File: src/inc/gsm_pkg.sv
`default_nettype none

package gsm_pkg;

    ////////////////////////////////////////////////////////////////////////////
    // widths
    localparam int unsigned ADDR_W       = 8;
    localparam int unsigned DATA_W       = 8;
    localparam int unsigned NUM_PINS     = 8;

    ////////////////////////////////////////////////////////////////////////////
    // register offsets
    localparam logic [ADDR_W-1:0] OFS_PIN_STATUS_HIGH_GROUP = 8'h25;
    localparam logic [ADDR_W-1:0] OFS_BATTERY_VOLTAGE       = 8'h26;
    localparam logic [ADDR_W-1:0] OFS_AUX_ANALOG_EIGHT      = 8'h27;
    localparam logic [ADDR_W-1:0] OFS_REMOTE_TEMP_ONE       = 8'h28;

    ////////////////////////////////////////////////////////////////////////////
    // reset values and read answer for unmapped offsets
    localparam logic [DATA_W-1:0] RESET_BYTE    = 8'h00;
    localparam logic [DATA_W-1:0] UNMAPPED_BYTE = 8'h00;

    ////////////////////////////////////////////////////////////////////////////
    // polarity field layout in the third and fourth pin configuration registers
    localparam int unsigned PINS_PER_CFG    = 4;
    localparam int unsigned POL_BIT_FIRST   = 1;
    localparam int unsigned POL_BIT_STEP    = 2;
    // polarity bit value that selects active high
    localparam logic        POL_ACTIVE_HIGH = 1'b1;

    ////////////////////////////////////////////////////////////////////////////
    // state records
    typedef struct packed {
        logic [NUM_PINS-1:0] status;
        logic [NUM_PINS-1:0] pin_out;
        logic [NUM_PINS-1:0] pin_oe;
        logic [DATA_W-1:0]   rdata;
        logic                rvalid;
    } gsm_state_t;

    typedef struct packed {
        logic [DATA_W-1:0] value;
    } gsm_hold_state_t;

endpackage : gsm_pkg

`default_nettype wire

File: src/hdl/gsm_regs.sv
`default_nettype none

module gsm_regs (
    // clock and reset
    input  wire logic                             clk_sys,
    input  wire logic                             rst_n,
    // register access port from the management bus front end
    input  wire logic [gsm_pkg::ADDR_W-1:0]       reg_addr,
    input  wire logic                             reg_wr_en,
    input  wire logic [gsm_pkg::DATA_W-1:0]       reg_wdata,
    input  wire logic                             reg_rd_en,
    output logic      [gsm_pkg::DATA_W-1:0]       reg_rdata,
    output logic                                  reg_rd_valid,
    // pin configuration held by the neighbouring configuration registers
    input  wire logic [gsm_pkg::NUM_PINS-1:0]     pin_dir_out,
    input  wire logic [gsm_pkg::DATA_W-1:0]       pin_cfg_three,
    input  wire logic [gsm_pkg::DATA_W-1:0]       pin_cfg_four,
    // general-purpose pins, bit i is gp_pin_(8+i)
    input  wire logic [gsm_pkg::NUM_PINS-1:0]     gp_pin_in,
    output logic      [gsm_pkg::NUM_PINS-1:0]     gp_pin_out,
    output logic      [gsm_pkg::NUM_PINS-1:0]     gp_pin_oe,
    // conversion results from the measurement logic
    input  wire logic                             bat_res_valid,
    input  wire logic [gsm_pkg::DATA_W-1:0]       bat_res_data,
    input  wire logic                             aux8_res_valid,
    input  wire logic [gsm_pkg::DATA_W-1:0]       aux8_res_data,
    input  wire logic                             rtemp1_res_valid,
    input  wire logic [gsm_pkg::DATA_W-1:0]       rtemp1_res_data
);

    ////////////////////////////////////////////////////////////////////////////
    // helpers

    // polarity bit of pin idx (0..7) taken from the right config register
    function automatic logic pol_bit(
        input logic [gsm_pkg::DATA_W-1:0] cfg_lo,
        input logic [gsm_pkg::DATA_W-1:0] cfg_hi,
        input int unsigned                idx
    );
        int unsigned pos;
        pos = gsm_pkg::POL_BIT_FIRST + gsm_pkg::POL_BIT_STEP * (idx % gsm_pkg::PINS_PER_CFG);
        if (idx < gsm_pkg::PINS_PER_CFG)
        begin
            return cfg_lo[pos];
        end
        return cfg_hi[pos];
    endfunction : pol_bit

    // maps between pin level and asserted state; the mapping is its own inverse
    function automatic logic assert_map(
        input logic lvl,
        input logic pol
    );
        return (pol == gsm_pkg::POL_ACTIVE_HIGH) ? lvl : ~lvl;
    endfunction : assert_map

    function automatic logic addr_is(
        input logic [gsm_pkg::ADDR_W-1:0] addr,
        input logic [gsm_pkg::ADDR_W-1:0] ofs
    );
        return addr == ofs;
    endfunction : addr_is

    // next asserted state of one status bit; input pins never take a host write
    function automatic logic status_next(
        input logic cur,
        input logic is_out,
        input logic wr_hit,
        input logic wr_bit,
        input logic pin_lvl,
        input logic pin_pol
    );
        logic nxt;
        nxt = cur;
        if (!is_out)
        begin
            // input pins track the pin, so a write there would be lost next cycle anyway
            nxt = assert_map(pin_lvl, pin_pol);
        end
        else if (wr_hit)
        begin
            nxt = wr_bit;
        end
        return nxt;
    endfunction : status_next

    // read answer for one offset; an unmapped offset answers a fixed byte
    function automatic logic [gsm_pkg::DATA_W-1:0] read_mux(
        input logic [gsm_pkg::ADDR_W-1:0] addr,
        input logic [gsm_pkg::DATA_W-1:0] status,
        input logic [gsm_pkg::DATA_W-1:0] bat,
        input logic [gsm_pkg::DATA_W-1:0] aux8,
        input logic [gsm_pkg::DATA_W-1:0] rtemp1
    );
        logic [gsm_pkg::DATA_W-1:0] data;
        // fixed distinct offsets, so at most one arm can match
        unique case (1'b1)
            addr_is(addr, gsm_pkg::OFS_PIN_STATUS_HIGH_GROUP):
                data = status;
            addr_is(addr, gsm_pkg::OFS_BATTERY_VOLTAGE):
                data = bat;
            addr_is(addr, gsm_pkg::OFS_AUX_ANALOG_EIGHT):
                data = aux8;
            addr_is(addr, gsm_pkg::OFS_REMOTE_TEMP_ONE):
                data = rtemp1;
            default:
                data = gsm_pkg::UNMAPPED_BYTE;
        endcase
        return data;
    endfunction : read_mux

    ////////////////////////////////////////////////////////////////////////////
    // measurement result holders

    logic [gsm_pkg::DATA_W-1:0] bat_value;
    logic [gsm_pkg::DATA_W-1:0] aux8_value;
    logic [gsm_pkg::DATA_W-1:0] rtemp1_value;

    gsm_result_hold #(
        .W         (gsm_pkg::DATA_W)
    ) u_bat_hold (
        .clk_sys   (clk_sys),
        .rst_n     (rst_n),
        .res_valid (bat_res_valid),
        .res_data  (bat_res_data),
        .value     (bat_value)
    );

    gsm_result_hold #(
        .W         (gsm_pkg::DATA_W)
    ) u_aux8_hold (
        .clk_sys   (clk_sys),
        .rst_n     (rst_n),
        .res_valid (aux8_res_valid),
        .res_data  (aux8_res_data),
        .value     (aux8_value)
    );

    gsm_result_hold #(
        .W         (gsm_pkg::DATA_W)
    ) u_rtemp1_hold (
        .clk_sys   (clk_sys),
        .rst_n     (rst_n),
        .res_valid (rtemp1_res_valid),
        .res_data  (rtemp1_res_data),
        .value     (rtemp1_value)
    );

    ////////////////////////////////////////////////////////////////////////////
    // pin status and read path

    gsm_pkg::gsm_state_t state_ff;
    gsm_pkg::gsm_state_t nxt_state;

    logic                         wr_status;
    logic [gsm_pkg::NUM_PINS-1:0] pol;

    always_comb
    begin
        nxt_state = state_ff;
        wr_status = reg_wr_en && addr_is(reg_addr, gsm_pkg::OFS_PIN_STATUS_HIGH_GROUP);
        pol       = '0;

        for (int unsigned i = 0; i < gsm_pkg::NUM_PINS; i++)
        begin
            pol[i] = pol_bit(pin_cfg_three, pin_cfg_four, i);
            nxt_state.status[i] = status_next(state_ff.status[i], pin_dir_out[i], wr_status,
                                              reg_wdata[i], gp_pin_in[i], pol[i]);
            // the level follows a polarity change even without a new write
            nxt_state.pin_out[i] = assert_map(nxt_state.status[i], pol[i]);
            nxt_state.pin_oe[i]  = pin_dir_out[i];
        end

        // writes to the result offsets fall through here and are dropped
        nxt_state.rvalid = reg_rd_en;
        if (reg_rd_en)
        begin
            // a read beside a write in one cycle answers the value before it
            nxt_state.rdata = read_mux(reg_addr, state_ff.status, bat_value, aux8_value,
                                       rtemp1_value);
        end
    end

    always_ff @(posedge clk_sys)
    begin
        if (!rst_n)
        begin
            state_ff.status  <= gsm_pkg::RESET_BYTE;
            state_ff.pin_out <= '0;
            state_ff.pin_oe  <= '0;
            state_ff.rdata   <= gsm_pkg::RESET_BYTE;
            state_ff.rvalid  <= 1'b0;
        end
        else
        begin
            state_ff <= nxt_state;
        end
    end

    ////////////////////////////////////////////////////////////////////////////
    // outputs

    assign reg_rdata    = state_ff.rdata;
    assign reg_rd_valid = state_ff.rvalid;
    assign gp_pin_out   = state_ff.pin_out;
    assign gp_pin_oe    = state_ff.pin_oe;

endmodule : gsm_regs

`default_nettype wire

File: src/hdl/gsm_result_hold.sv
`default_nettype none

// holds the latest result of one measurement channel
module gsm_result_hold #(
    parameter int unsigned W = gsm_pkg::DATA_W
) (
    // clock and reset
    input  wire logic         clk_sys,
    input  wire logic         rst_n,
    // result from the measurement logic
    input  wire logic         res_valid,
    input  wire logic [W-1:0] res_data,
    // stored value
    output logic      [W-1:0] value
);

    gsm_pkg::gsm_hold_state_t state_ff;
    gsm_pkg::gsm_hold_state_t nxt_state;

    ////////////////////////////////////////////////////////////////////////////
    always_comb
    begin
        nxt_state = state_ff;
        // only a delivered conversion moves the value, never the host
        if (res_valid)
        begin
            nxt_state.value = res_data[W-1:0];
        end
    end

    always_ff @(posedge clk_sys)
    begin
        if (!rst_n)
        begin
            state_ff.value <= W'(gsm_pkg::RESET_BYTE);
        end
        else
        begin
            state_ff <= nxt_state;
        end
    end

    assign value = state_ff.value;

endmodule : gsm_result_hold

`default_nettype wire

File: config.mk
export PLATFORM = sky130hd
export DESIGN_NAME = gsm_regs
export DESIGN_NICKNAME = d
export VERILOG_FILES = /design/src/inc/gsm_pkg.sv /design/src/hdl/gsm_regs.sv /design/src/hdl/gsm_result_hold.sv
export SDC_FILE = /design/constraint.sdc
export NUM_CORES = 1
export LEC_CHECK = 0
export BUFFER_PORTS_ARGS = -buffer_cell sky130_fd_sc_hd__buf_4
export CELL_PAD_IN_SITES_DETAIL_PLACEMENT = 1
export CELL_PAD_IN_SITES_GLOBAL_PLACEMENT = 1
export CORE_ASPECT_RATIO = 0.9
export CORE_UTILIZATION = 39
export CTS_BUF_LIST = sky130_fd_sc_hd__clkbuf_4 sky130_fd_sc_hd__clkbuf_8 sky130_fd_sc_hd__clkbuf_16
export DETAILED_ROUTE_END_ITERATION = 10
export GPL_TIMING_DRIVEN = 0
export HOLD_SLACK_MARGIN = 0.02
export PLACE_DENSITY = 0.85
export SLEW_MARGIN = 20
export SYNTH_ARGS = -nofsm -noshare
export SYNTH_HDL_FRONTEND = slang
export SYNTH_SLANG_ARGS = --single-unit
File: constraint.sdc
create_clock -name clk_sys -period 2.8 [get_ports clk_sys]
set_input_delay 0.28 -clock clk_sys [delete_from_list [all_inputs] [get_ports clk_sys]]
set_output_delay 0.28 -clock clk_sys [all_outputs]
set_load 0.02 [all_outputs]
==> metrics.txt, run 1 <==
fraction of layout cells with a size suffix above 1 0.358; fillcell total 862; DRT iter0 DRCs 95; Hold Path Class input pin to register; most common cell after layout, fill and taps aside buf_4; mux contribution to synthesized area 0.111; cell count after synthesis 305; Fin. Hold Viols 0; CP startpoint kind input pin; drt pass-1 iters 4; main flop type after synthesis dfxtp_1; vias per inst ~5.3; RSZ-0062 raised after global routing false; Final Slew Violations 0; Routed WL around 8600 µm; fmax 517 MHz; critical path class input pin to register; cts bufs inserted 9; fin crit period around 1900 ps; GPL Wtd Cong 0.788; post-synthesis compound-gate area fraction 0.145; Max clock buf depth 2; Post-Synth XOR/XNOR Area 0.0242; initial core utilization 0.407; Post-Syn Nets 384; arrival time worst endpoint 2190 ps; number of global-route vias before repair approximately 2,800; fin crit share 0.691; Remaining Overflow, GRT 0; Design Power 1.91 mW; max capacitance violation total 0; DR WL/cell 16.9 µm; synthesized cell area 2900 µm²; clk_skew 8.51 ps; GRT Overall Usage 0.231; Register Area between 1000 and 1500 µm²; post-cts hold buffer count 0; IO Pins between 100 and 150; most frequent cells in the layout 116 x buf_4, 57 x dfxtp_1, 32 x mux2i_1, 25 x nor2b_1, 17 x o21ai_0; combinational family with the most area after synthesis simple AND/OR/NAND/NOR gates; Worst Path Required about 3000 ps; Slew @ Worst Pin 687 ps; TritonCTS clock tree done; Final ANT Viol Nets 0; number of buffers added on ports 92; dpl hpwl 6430 µm; chip width 92.8 µm; register area share after synthesis 0.394; die height approximately 84 µm; die footprint 7780 µm²; Residual DRC 0; # diodes 0; Post-synth ARST share 0; CTS sink cnt 57; via count 2,660; Final setup viols 0; worst-path fanout max 10; number of synthesized flops with an enable pin 0; status completed; cts repair resizes 0; footprint of the multi-input gates 1420 µm²; htree depth 3; Clock Latency Late Sink approximately 330 ps; CP Capture Type register; Setup TNS 0 ps; initial antenna violation count 0; first-pass GRT wire length 13,800 µm; Synth cell types 34; PD cells 492 nW/µm²; Synth warnings 0; clock slew at reported path FFs 70 ps; post-synthesis simple-gate area fraction 0.210; relative slew slack 0.540; Layout area overhead 34.1%; leak pwr around 1.7 nW; #FFs+latches synth 57; largest net degree at the start of global routing 11; Final #Nets 487; Placement Rows 29; Synth Area in Adders 0; core footprint 7110 µm²; maximum vdd drop 0.000249 V; clock root cell clkbuf_8; total setup buffers inserted after CTS 0; Avg Inst Size Synth 9.50 µm²
==> power breakdown <==
group	internal, mW	switching [mW]	total, mW	leakage [nW]
Sequential	0.858	0.0251	0.883	0.471
Clock	0.385	0.321	0.706	0.100
Combinational	0.173	0.149	0.322	1.17
Total	1.42	0.495	1.91	1.74
==> layer usage <==
layer	GRT usage	wire length (µm)
met4	0.0853	134
met3	0.0464	380
met2	0.391	4320
met5	0	0
met1	0.287	3740
==> registers in the layout, indices dropped and copies added (netlist names) <==
name and count:
gp_pin_oe 8, u_aux8_hold.value 8, u_rtemp1_hold.value 8, gp_pin_out 8, u_bat_hold.value 8, reg_rdata 8
reg_rd_valid 1, state_ff 8
==> critical path, stage by stage <==
cell and delay [ps]:
buf_4 100, clkbuf_1 430, clkbuf_1 490, clkbuf_1 490
o21ai_0 220, a31oi_1 170
==> final cells by class <==
type	count	share of cell area
Buffer	42	0.0705
Inverter	17	0.0164
Clock buffer	13	0.0428
Multi-Input combinational cell	189	0.365
Timing Repair Buffer	92	0.178
Tap cell	93	0.0300
Clock inverter	3	0.00386
Sequential cell	57	0.294
==> cell usage after synthesis, drive strengths merged, types with 7 or more instances <==
library cell | instances | area (µm²)
o22ai | 8 | 50.1
nand3b | 8 | 60.1
dfxtp | 57 | 1140
nand2b | 8 | 50.1
inv | 17 | 63.8
a22o | 8 | 70.1
and2 | 9 | 56.3
a31oi | 8 | 50.1
xnor2 | 8 | 70.1
o21ai | 17 | 85.1
clkbuf | 7 | 26.3
mux2i | 32 | 320
nand2 | 9 | 33.8
or3b | 8 | 70.1
nor2b | 25 | 156
nor3 | 8 | 40.0
buf | 35 | 248
o2111ai | 8 | 95.1
a22oi | 8 | 60.1
nand4 | 8 | 50.1
==> cell families (layout without fill, tap and decap cells) <==
kind of cell | Yosys count | in the layout
AOI/OAI and AO/OA | 58 | 58
buffers and inverters | 59 | 167
xor gates and xnor gates | 8 | 8
and+or+nand+nor | 91 | 91
muxes | 32 | 32
DFF | 57 | 57
==> path summary, 6_finish.rpt <==
path,from,end,slack [ps],cells after the start
setup / recovery,rst_n,state_ff[28]$_SDFF_PN0_,860,6
hold / removal,pin_dir_out[6],state_ff[31]$_SDFF_PN0_,150,2
setup reg to reg,state_ff[26]$_SDFF_PN0_,gp_pin_out[1]$_SDFF_PN0_,1650,3
hold reg to reg,reg_rdata[7]$_SDFFE_PN0P_,reg_rdata[7]$_SDFFE_PN0P_,480,1
==> through the flow <==
step	hold WS [ps]	utilization	cell area (µm²)	instances	setup slack, ps
3_5_place_dp	471	0.521	3700	490	590
3_3_place_gp	472	0.521	3700	490	673
4_1_cts	144	0.546	3880	506	861
6_report	151	0.546	3880	506	864
5_1_grt	153	0.546	3880	506	765
2_1_floorplan	381	-	2900	305	1180
Note: power is estimated with default switching activity, not from simulation.
==> inputs of run 2 (changes only) <==
- CORE_UTILIZATION: 39 -> 33
- PLACE_DENSITY: 0.85 -> 0.77
- clock period: 2.8 -> 1.7 ns (I/O delays scaled with it)
==> run 2 against run 1 <==
Against the previous run: design area is 0.93% higher; critical path depth is the same; global-route usage down 3.5 points; via count fell by 2.3%; hold slack worse by 120 ps; first-iteration DRC count fell by 45%; register-to-register slack got worse by 1100 ps; sequential share of layout area down 0.27 points; sequential cell count unchanged; critical path type unchanged.
==> metrics.txt, run 2 (synthesized netlist as in run 1, its figures left out) <==
status completed (unchanged); Final Slew Violations 0 (unchanged); clk_skew 5.85 ps (was 8.51 ps); Layout area overhead 35.4% (was 34.1%); Routed WL 8430 µm (was 8570 µm); DR WL/cell 15.9 µm (was 16.9 µm); Fin Hold WS 33.4 ps (was 151 ps); DRT iter0 DRCs 52 (was 95); CP startpoint kind input pin (unchanged); Clock Latency Late Sink 340 ps (was 330 ps); largest net degree at the start of global routing 11 (unchanged); CTS sink cnt 57 (unchanged); first-pass GRT wire length 13,300 µm (was 13,800 µm); chip width 101 µm (was 92.8 µm); fin crit share 0.908; Worst Path Required 1980 ps (was 3060 ps); IO Pins 104 (unchanged); number of global-route vias before repair 2,674 (was 2,791); CP Capture Type register (unchanged); clock root cell clkbuf_8 (unchanged); Final #Nets 486 (was 487); fraction of layout cells with a size suffix above 1 0.364 (was 0.358); most common cell after layout, fill and taps aside buf_4 (unchanged); GRT Overall Usage 0.196 (was 0.231); clock slew at reported path FFs 60 ps (was 70 ps); fin crit period 1540 ps; die footprint 9160 µm² (was 7780 µm²); cts bufs inserted 9 (unchanged); GPL Wtd Cong 0.806 (was 0.788); max capacitance violation total 0 (unchanged); arrival time worst endpoint 1820 ps (was 2190 ps); Final setup viols 0 (unchanged); Residual DRC 0 (unchanged); worst-path fanout max 10 (unchanged); total setup buffers inserted after CTS 0 (unchanged); leak pwr 1.74 nW (about the same); Flop pwr share 0.464 (was 0.462); htree depth 3 (unchanged); Internal 2.33 mW (was 1.42 mW); core footprint 8530 µm² (was 7110 µm²); clock share of power 0.368 (was 0.370); Placement Rows 32 (was 29); initial core utilization 0.340 (was 0.407); Hold Path Class input pin to register (unchanged); Final ANT Viol Nets 0 (unchanged); Placed Cells 516 (was 490); RSZ-0062 raised after global routing false (unchanged); Fin. Hold Viols 0 (unchanged); switching pwr 801 µW (was 495 µW); combinational power share 0.168 (about the same); final core utilization 0.460 (was 0.546); critical path class input pin to register (unchanged); drt pass-1 iters 4 (unchanged); relative slew slack 0.586 (was 0.540); # diodes 0 (unchanged); vias per inst 4.89 (was 5.26); non-filler cells in the finished layout 531 (was 506); fmax 648 MHz; dpl hpwl 6460 µm (was 6430 µm); switching share of total power 0.256 (was 0.259); most frequent cells in the layout 116 x buf_4, 57 x dfxtp_1, 32 x mux2i_1, 25 x nor2b_1, 17 x o21ai_0 (unchanged); Slew @ Worst Pin 621 ps (was 687 ps); Remaining Overflow, GRT 0 (unchanged); maximum vdd drop 0.000296 V (was 0.000249 V); PD cells 799 nW/µm² (was 492 nW/µm²); TritonCTS clock tree done (unchanged); initial antenna violation count 0 (unchanged); via count 2,598 (was 2,660); number of buffers added on ports 92 (unchanged); die height 90.9 µm (was 83.8 µm); Max clock buf depth 2 (unchanged)
[run 2: cell types whose count changed in the layout (fill, tap and decap cells not counted), sizes merged]
cell / before / now
clkbuf: 20 / 19
[run 2: repair_timing]
item | 4_1_cts | 5_1_grt
gates cloned | 0 | 0
hold buffers | 0 | 0
resized for setup | 1 | 1
endpoints found under the setup margin | 6 | 22
[run 2: cell type report]
| type | count | area [µm²] |
|---|---|---|
| clock inverters | 3 | 15.0 |
| fillers | 1031 | 4610 |
| plain buffers | 41 | 272 |
| well taps | 119 | 149 |
| multi-input cells | 189 | 1420 |
| flip-flops and latches | 57 | 1140 |
| inverters | 17 | 63.8 |
| clock buffers | 13 | 166 |
| repair buffers | 92 | 691 |
[run 2: routing by layer]
metal | track usage | vias to the layer above | wire length (µm)
met1 | 0.241 | 1257 | 3640
met5 | 0 | - | 0
met3 | 0.0317 | 8 | 429
met4 | 0.0797 | 0 | 102
met2 | 0.336 | 70 | 4260
li1 | - | 1263 | -
[run 2: per-stage QoR]
step	setup WS, ps	TNS [ps]	instance area, µm²	power, mW
after global placement	-457	-12390	3740	1.99
after CTS	11.9	0	3920	3.17
after detailed placement	-481	-12930	3740	2.01
after floorplan	192	0	2900	1.75
final	156	0	3920	3.13
after global routing	51.4	0	3920	3.29
[run 2: critical path: stages]
cell and delay, ps:
buf_4 110, nor4b_2 380, buf_2 330, nand3_1 300, o22ai_1 350, a22o_1 180
[run 2: path summary, 6_finish.rpt]
| path | from | end | slack [ps] | cells past startpoint |
|---|---|---|---|---|
| worst max-delay path | reg_addr[7] | reg_rdata[5]$_SDFFE_PN0P_ | 160 | 6 |
| worst min-delay path | pin_dir_out[5] | state_ff[30]$_SDFF_PN0_ | 30 | 2 |
| worst max register to register | state_ff[29]$_SDFF_PN0_ | gp_pin_out[4]$_SDFF_PN0_ | 570 | 3 |
| worst min register to register | reg_rdata[7]$_SDFFE_PN0P_ | reg_rdata[7]$_SDFFE_PN0P_ | 480 | 1 |
[run 2: power by group through the flow]
stage / Sequential [mW] / Combinational, mW / Clock [mW]
after global placement: 1.48 / 0.516 / 0
after global routing: 1.46 / 0.573 / 1.25
after detailed placement: 1.48 / 0.531 / 0
final: 1.45 / 0.526 / 1.15
after CTS: 1.45 / 0.533 / 1.19
after floorplan: 1.47 / 0.283 / 0
==> inputs of run 3 (changes only) <==
- RECOVER_POWER: default -> 100
==> run 3 against run 2 <==
Against the previous run: routed wire length rose by 0.37%; cell count did not move; clock power barely moved; critical endpoint is now reg_rdata[6]$_SDFFE_PN0P_; sequential share of layout area rose by 0.80 points.
==> metrics.txt, run 3 (synthesized netlist as in run 1, its figures left out) <==
Residual DRC 0 (unchanged); via count 2,613 (was 2,598); most frequent cells in the layout 88 x buf_4, 57 x dfxtp_1, 33 x clkbuf_1, 32 x mux2i_1, 25 x nor2b_1 (was 116 x buf_4, 57 x dfxtp_1, 32 x mux2i_1, 25 x nor2b_1, 17 x o21ai_0); Final ANT Viol Nets 0 (unchanged); number of buffers added on ports 92 (unchanged); Layout area overhead 31.7% (was 35.4%); TritonCTS clock tree done (unchanged); combinational power share 0.161 (was 0.168); Final #Nets 486 (unchanged); Final setup viols 0 (unchanged); largest net degree at the start of global routing 11 (unchanged); IO Pins 104 (unchanged); Routed WL 8460 µm (was 8430 µm); drt pass-1 iters 4 (unchanged); clock share of power 0.371 (was 0.368); Final Slew Violations 0 (unchanged); final core utilization 0.447 (was 0.460); worst-path fanout max 10 (unchanged); Hold Path Stages 2 (unchanged); die height 90.9 µm (unchanged); switching pwr 800 µW (was 801 µW); max capacitance violation total 0 (unchanged); core footprint 8530 µm² (unchanged); htree depth 3 (unchanged); Remaining Overflow, GRT 0 (unchanged); number of global-route vias before repair 2,674 (unchanged); Placement Rows 32 (unchanged); clock slew at reported path FFs 60 ps (about the same); clk_skew 5.63 ps (was 5.85 ps); clock root cell clkbuf_8 (unchanged); R2R setup slack 590 ps (was 570 ps); switching share of total power 0.258 (was 0.256); # diodes 0 (unchanged); fmax 653 MHz (was 648 MHz); RSZ-0062 raised after global routing false (unchanged); relative slew slack 0.583 (was 0.586); Worst Path Required 1980 ps (about the same); GRT Overall Usage 0.196 (unchanged); Design Power 3.10 mW (was 3.13 mW); initial antenna violation count 0 (unchanged); Slew @ Worst Pin 625 ps (was 621 ps); die footprint 9160 µm² (unchanged); leak pwr 1.62 nW (was 1.74 nW); Internal 2.30 mW (was 2.33 mW); chip width 101 µm (unchanged); total setup buffers inserted after CTS 0 (unchanged); GPL Wtd Cong 0.806 (unchanged); critical path class input pin to register (unchanged); Max clock buf depth 2 (unchanged); maximum vdd drop 0.000295 V (was 0.000296 V); initial core utilization 0.340 (unchanged); status completed (unchanged); fin crit share 0.900 (was 0.908); arrival time worst endpoint 1810 ps (was 1820 ps); Flop pwr share 0.468 (was 0.464); Max stage delay on crit path 370 ps (was 380 ps); fin crit period 1530 ps (was 1540 ps); CP Cell Sequence buf_4 -> nor4b_2 -> buf_2 -> nand3_1 -> o22ai_1 -> a22o_1 (unchanged); Fin. Hold Viols 0 (unchanged); post-cts hold buffer count 0 (unchanged); most common cell after layout, fill and taps aside buf_4 (unchanged); DRT iter0 DRCs 70 (was 52); R2R depth 3 (unchanged); CTS sink cnt 57 (unchanged); vias per inst 4.92 (was 4.89); CP Capture Type register (unchanged); Hold Path Class input pin to register (unchanged); first-pass GRT wire length 13,300 µm (unchanged); CP startpoint kind input pin (unchanged); dpl hpwl 6460 µm (unchanged); fraction of layout cells with a size suffix above 1 0.296 (was 0.364); Clock Latency Late Sink 340 ps (about the same); PD cells 814 nW/µm² (was 799 nW/µm²); DR WL/cell 15.9 µm (about the same); cts bufs inserted 9 (unchanged); CP max-delay cell nor4b_2 (unchanged)
run 3: cell count changes in the layout (fill, tap and decap cells not counted):
cell / before / now
and2_0: 0 / 9
clkbuf_1: 5 / 33
and2_1: 9 / 0
buf_4: 116 / 88
run 3: metrics by stage:
step / setup slack, ps / hold WS (ps) / instance area [µm²] / setup TNS (ps) / instances
6_report: 169 / 35.8 / 3820 / 0 / 531
3_5_place_dp: -481 / 387 / 3740 / -12930 / 516
2_1_floorplan: 192 / 271 / 2900 / 0 / 305
4_1_cts: 11.9 / 22.1 / 3920 / 0 / 532
3_3_place_gp: -457 / 383 / 3740 / -12390 / 516
5_1_grt: 41.3 / 34.2 / 3820 / 0 / 531
run 3: power groups by stage:
stage	clock network (mW)	registers, mW	logic [mW]
final	1.15	1.45	0.500
after global routing	1.25	1.46	0.546
after CTS	1.19	1.45	0.533
after detailed placement	0	1.48	0.531
after global placement	0	1.48	0.516
after floorplan	0	1.47	0.283
run 3: routing by layer:
layer / share of wire / GRT usage / vias up
met3: 0.046 / 0.0317 / 8
met2: 0.50 / 0.336 / 68
li1: - / - / 1266
met4: 0.012 / 0.0797 / 0
met1: 0.44 / 0.241 / 1271
met5: 0 / 0 / -
run 3: path summary, 6_finish.rpt:
kind	start	endpoint
max	reg_addr[6]	reg_rdata[6]$_SDFFE_PN0P_
min	pin_dir_out[5]	state_ff[30]$_SDFF_PN0_
max reg2reg	state_ff[29]$_SDFF_PN0_	gp_pin_out[4]$_SDFF_PN0_
min reg2reg	reg_rdata[7]$_SDFFE_PN0P_	reg_rdata[7]$_SDFFE_PN0P_
run 3: cell type report:
cell class,count,area [µm²]
Buffer,41,270
Clock buffer,13,166
Clock inverter,3,15.0
Fill cell,1052,4710
Inverter,17,63.8
Multi-Input combinational cell,189,1420
Sequential cell,57,1140
Tap cell,119,149
Timing Repair Buffer,92,587
run 3: repair_timing:
item                       in CTS  in global routing
pin swaps                       0                  0
resized for setup               1                  1
setup endpoints to repair       6                 22
run 3: worst max-delay path, delay by kind of cell:
family	cells	cell delay, ps
compound gates	2	520
buf+inv	2	440
simple gates	2	670
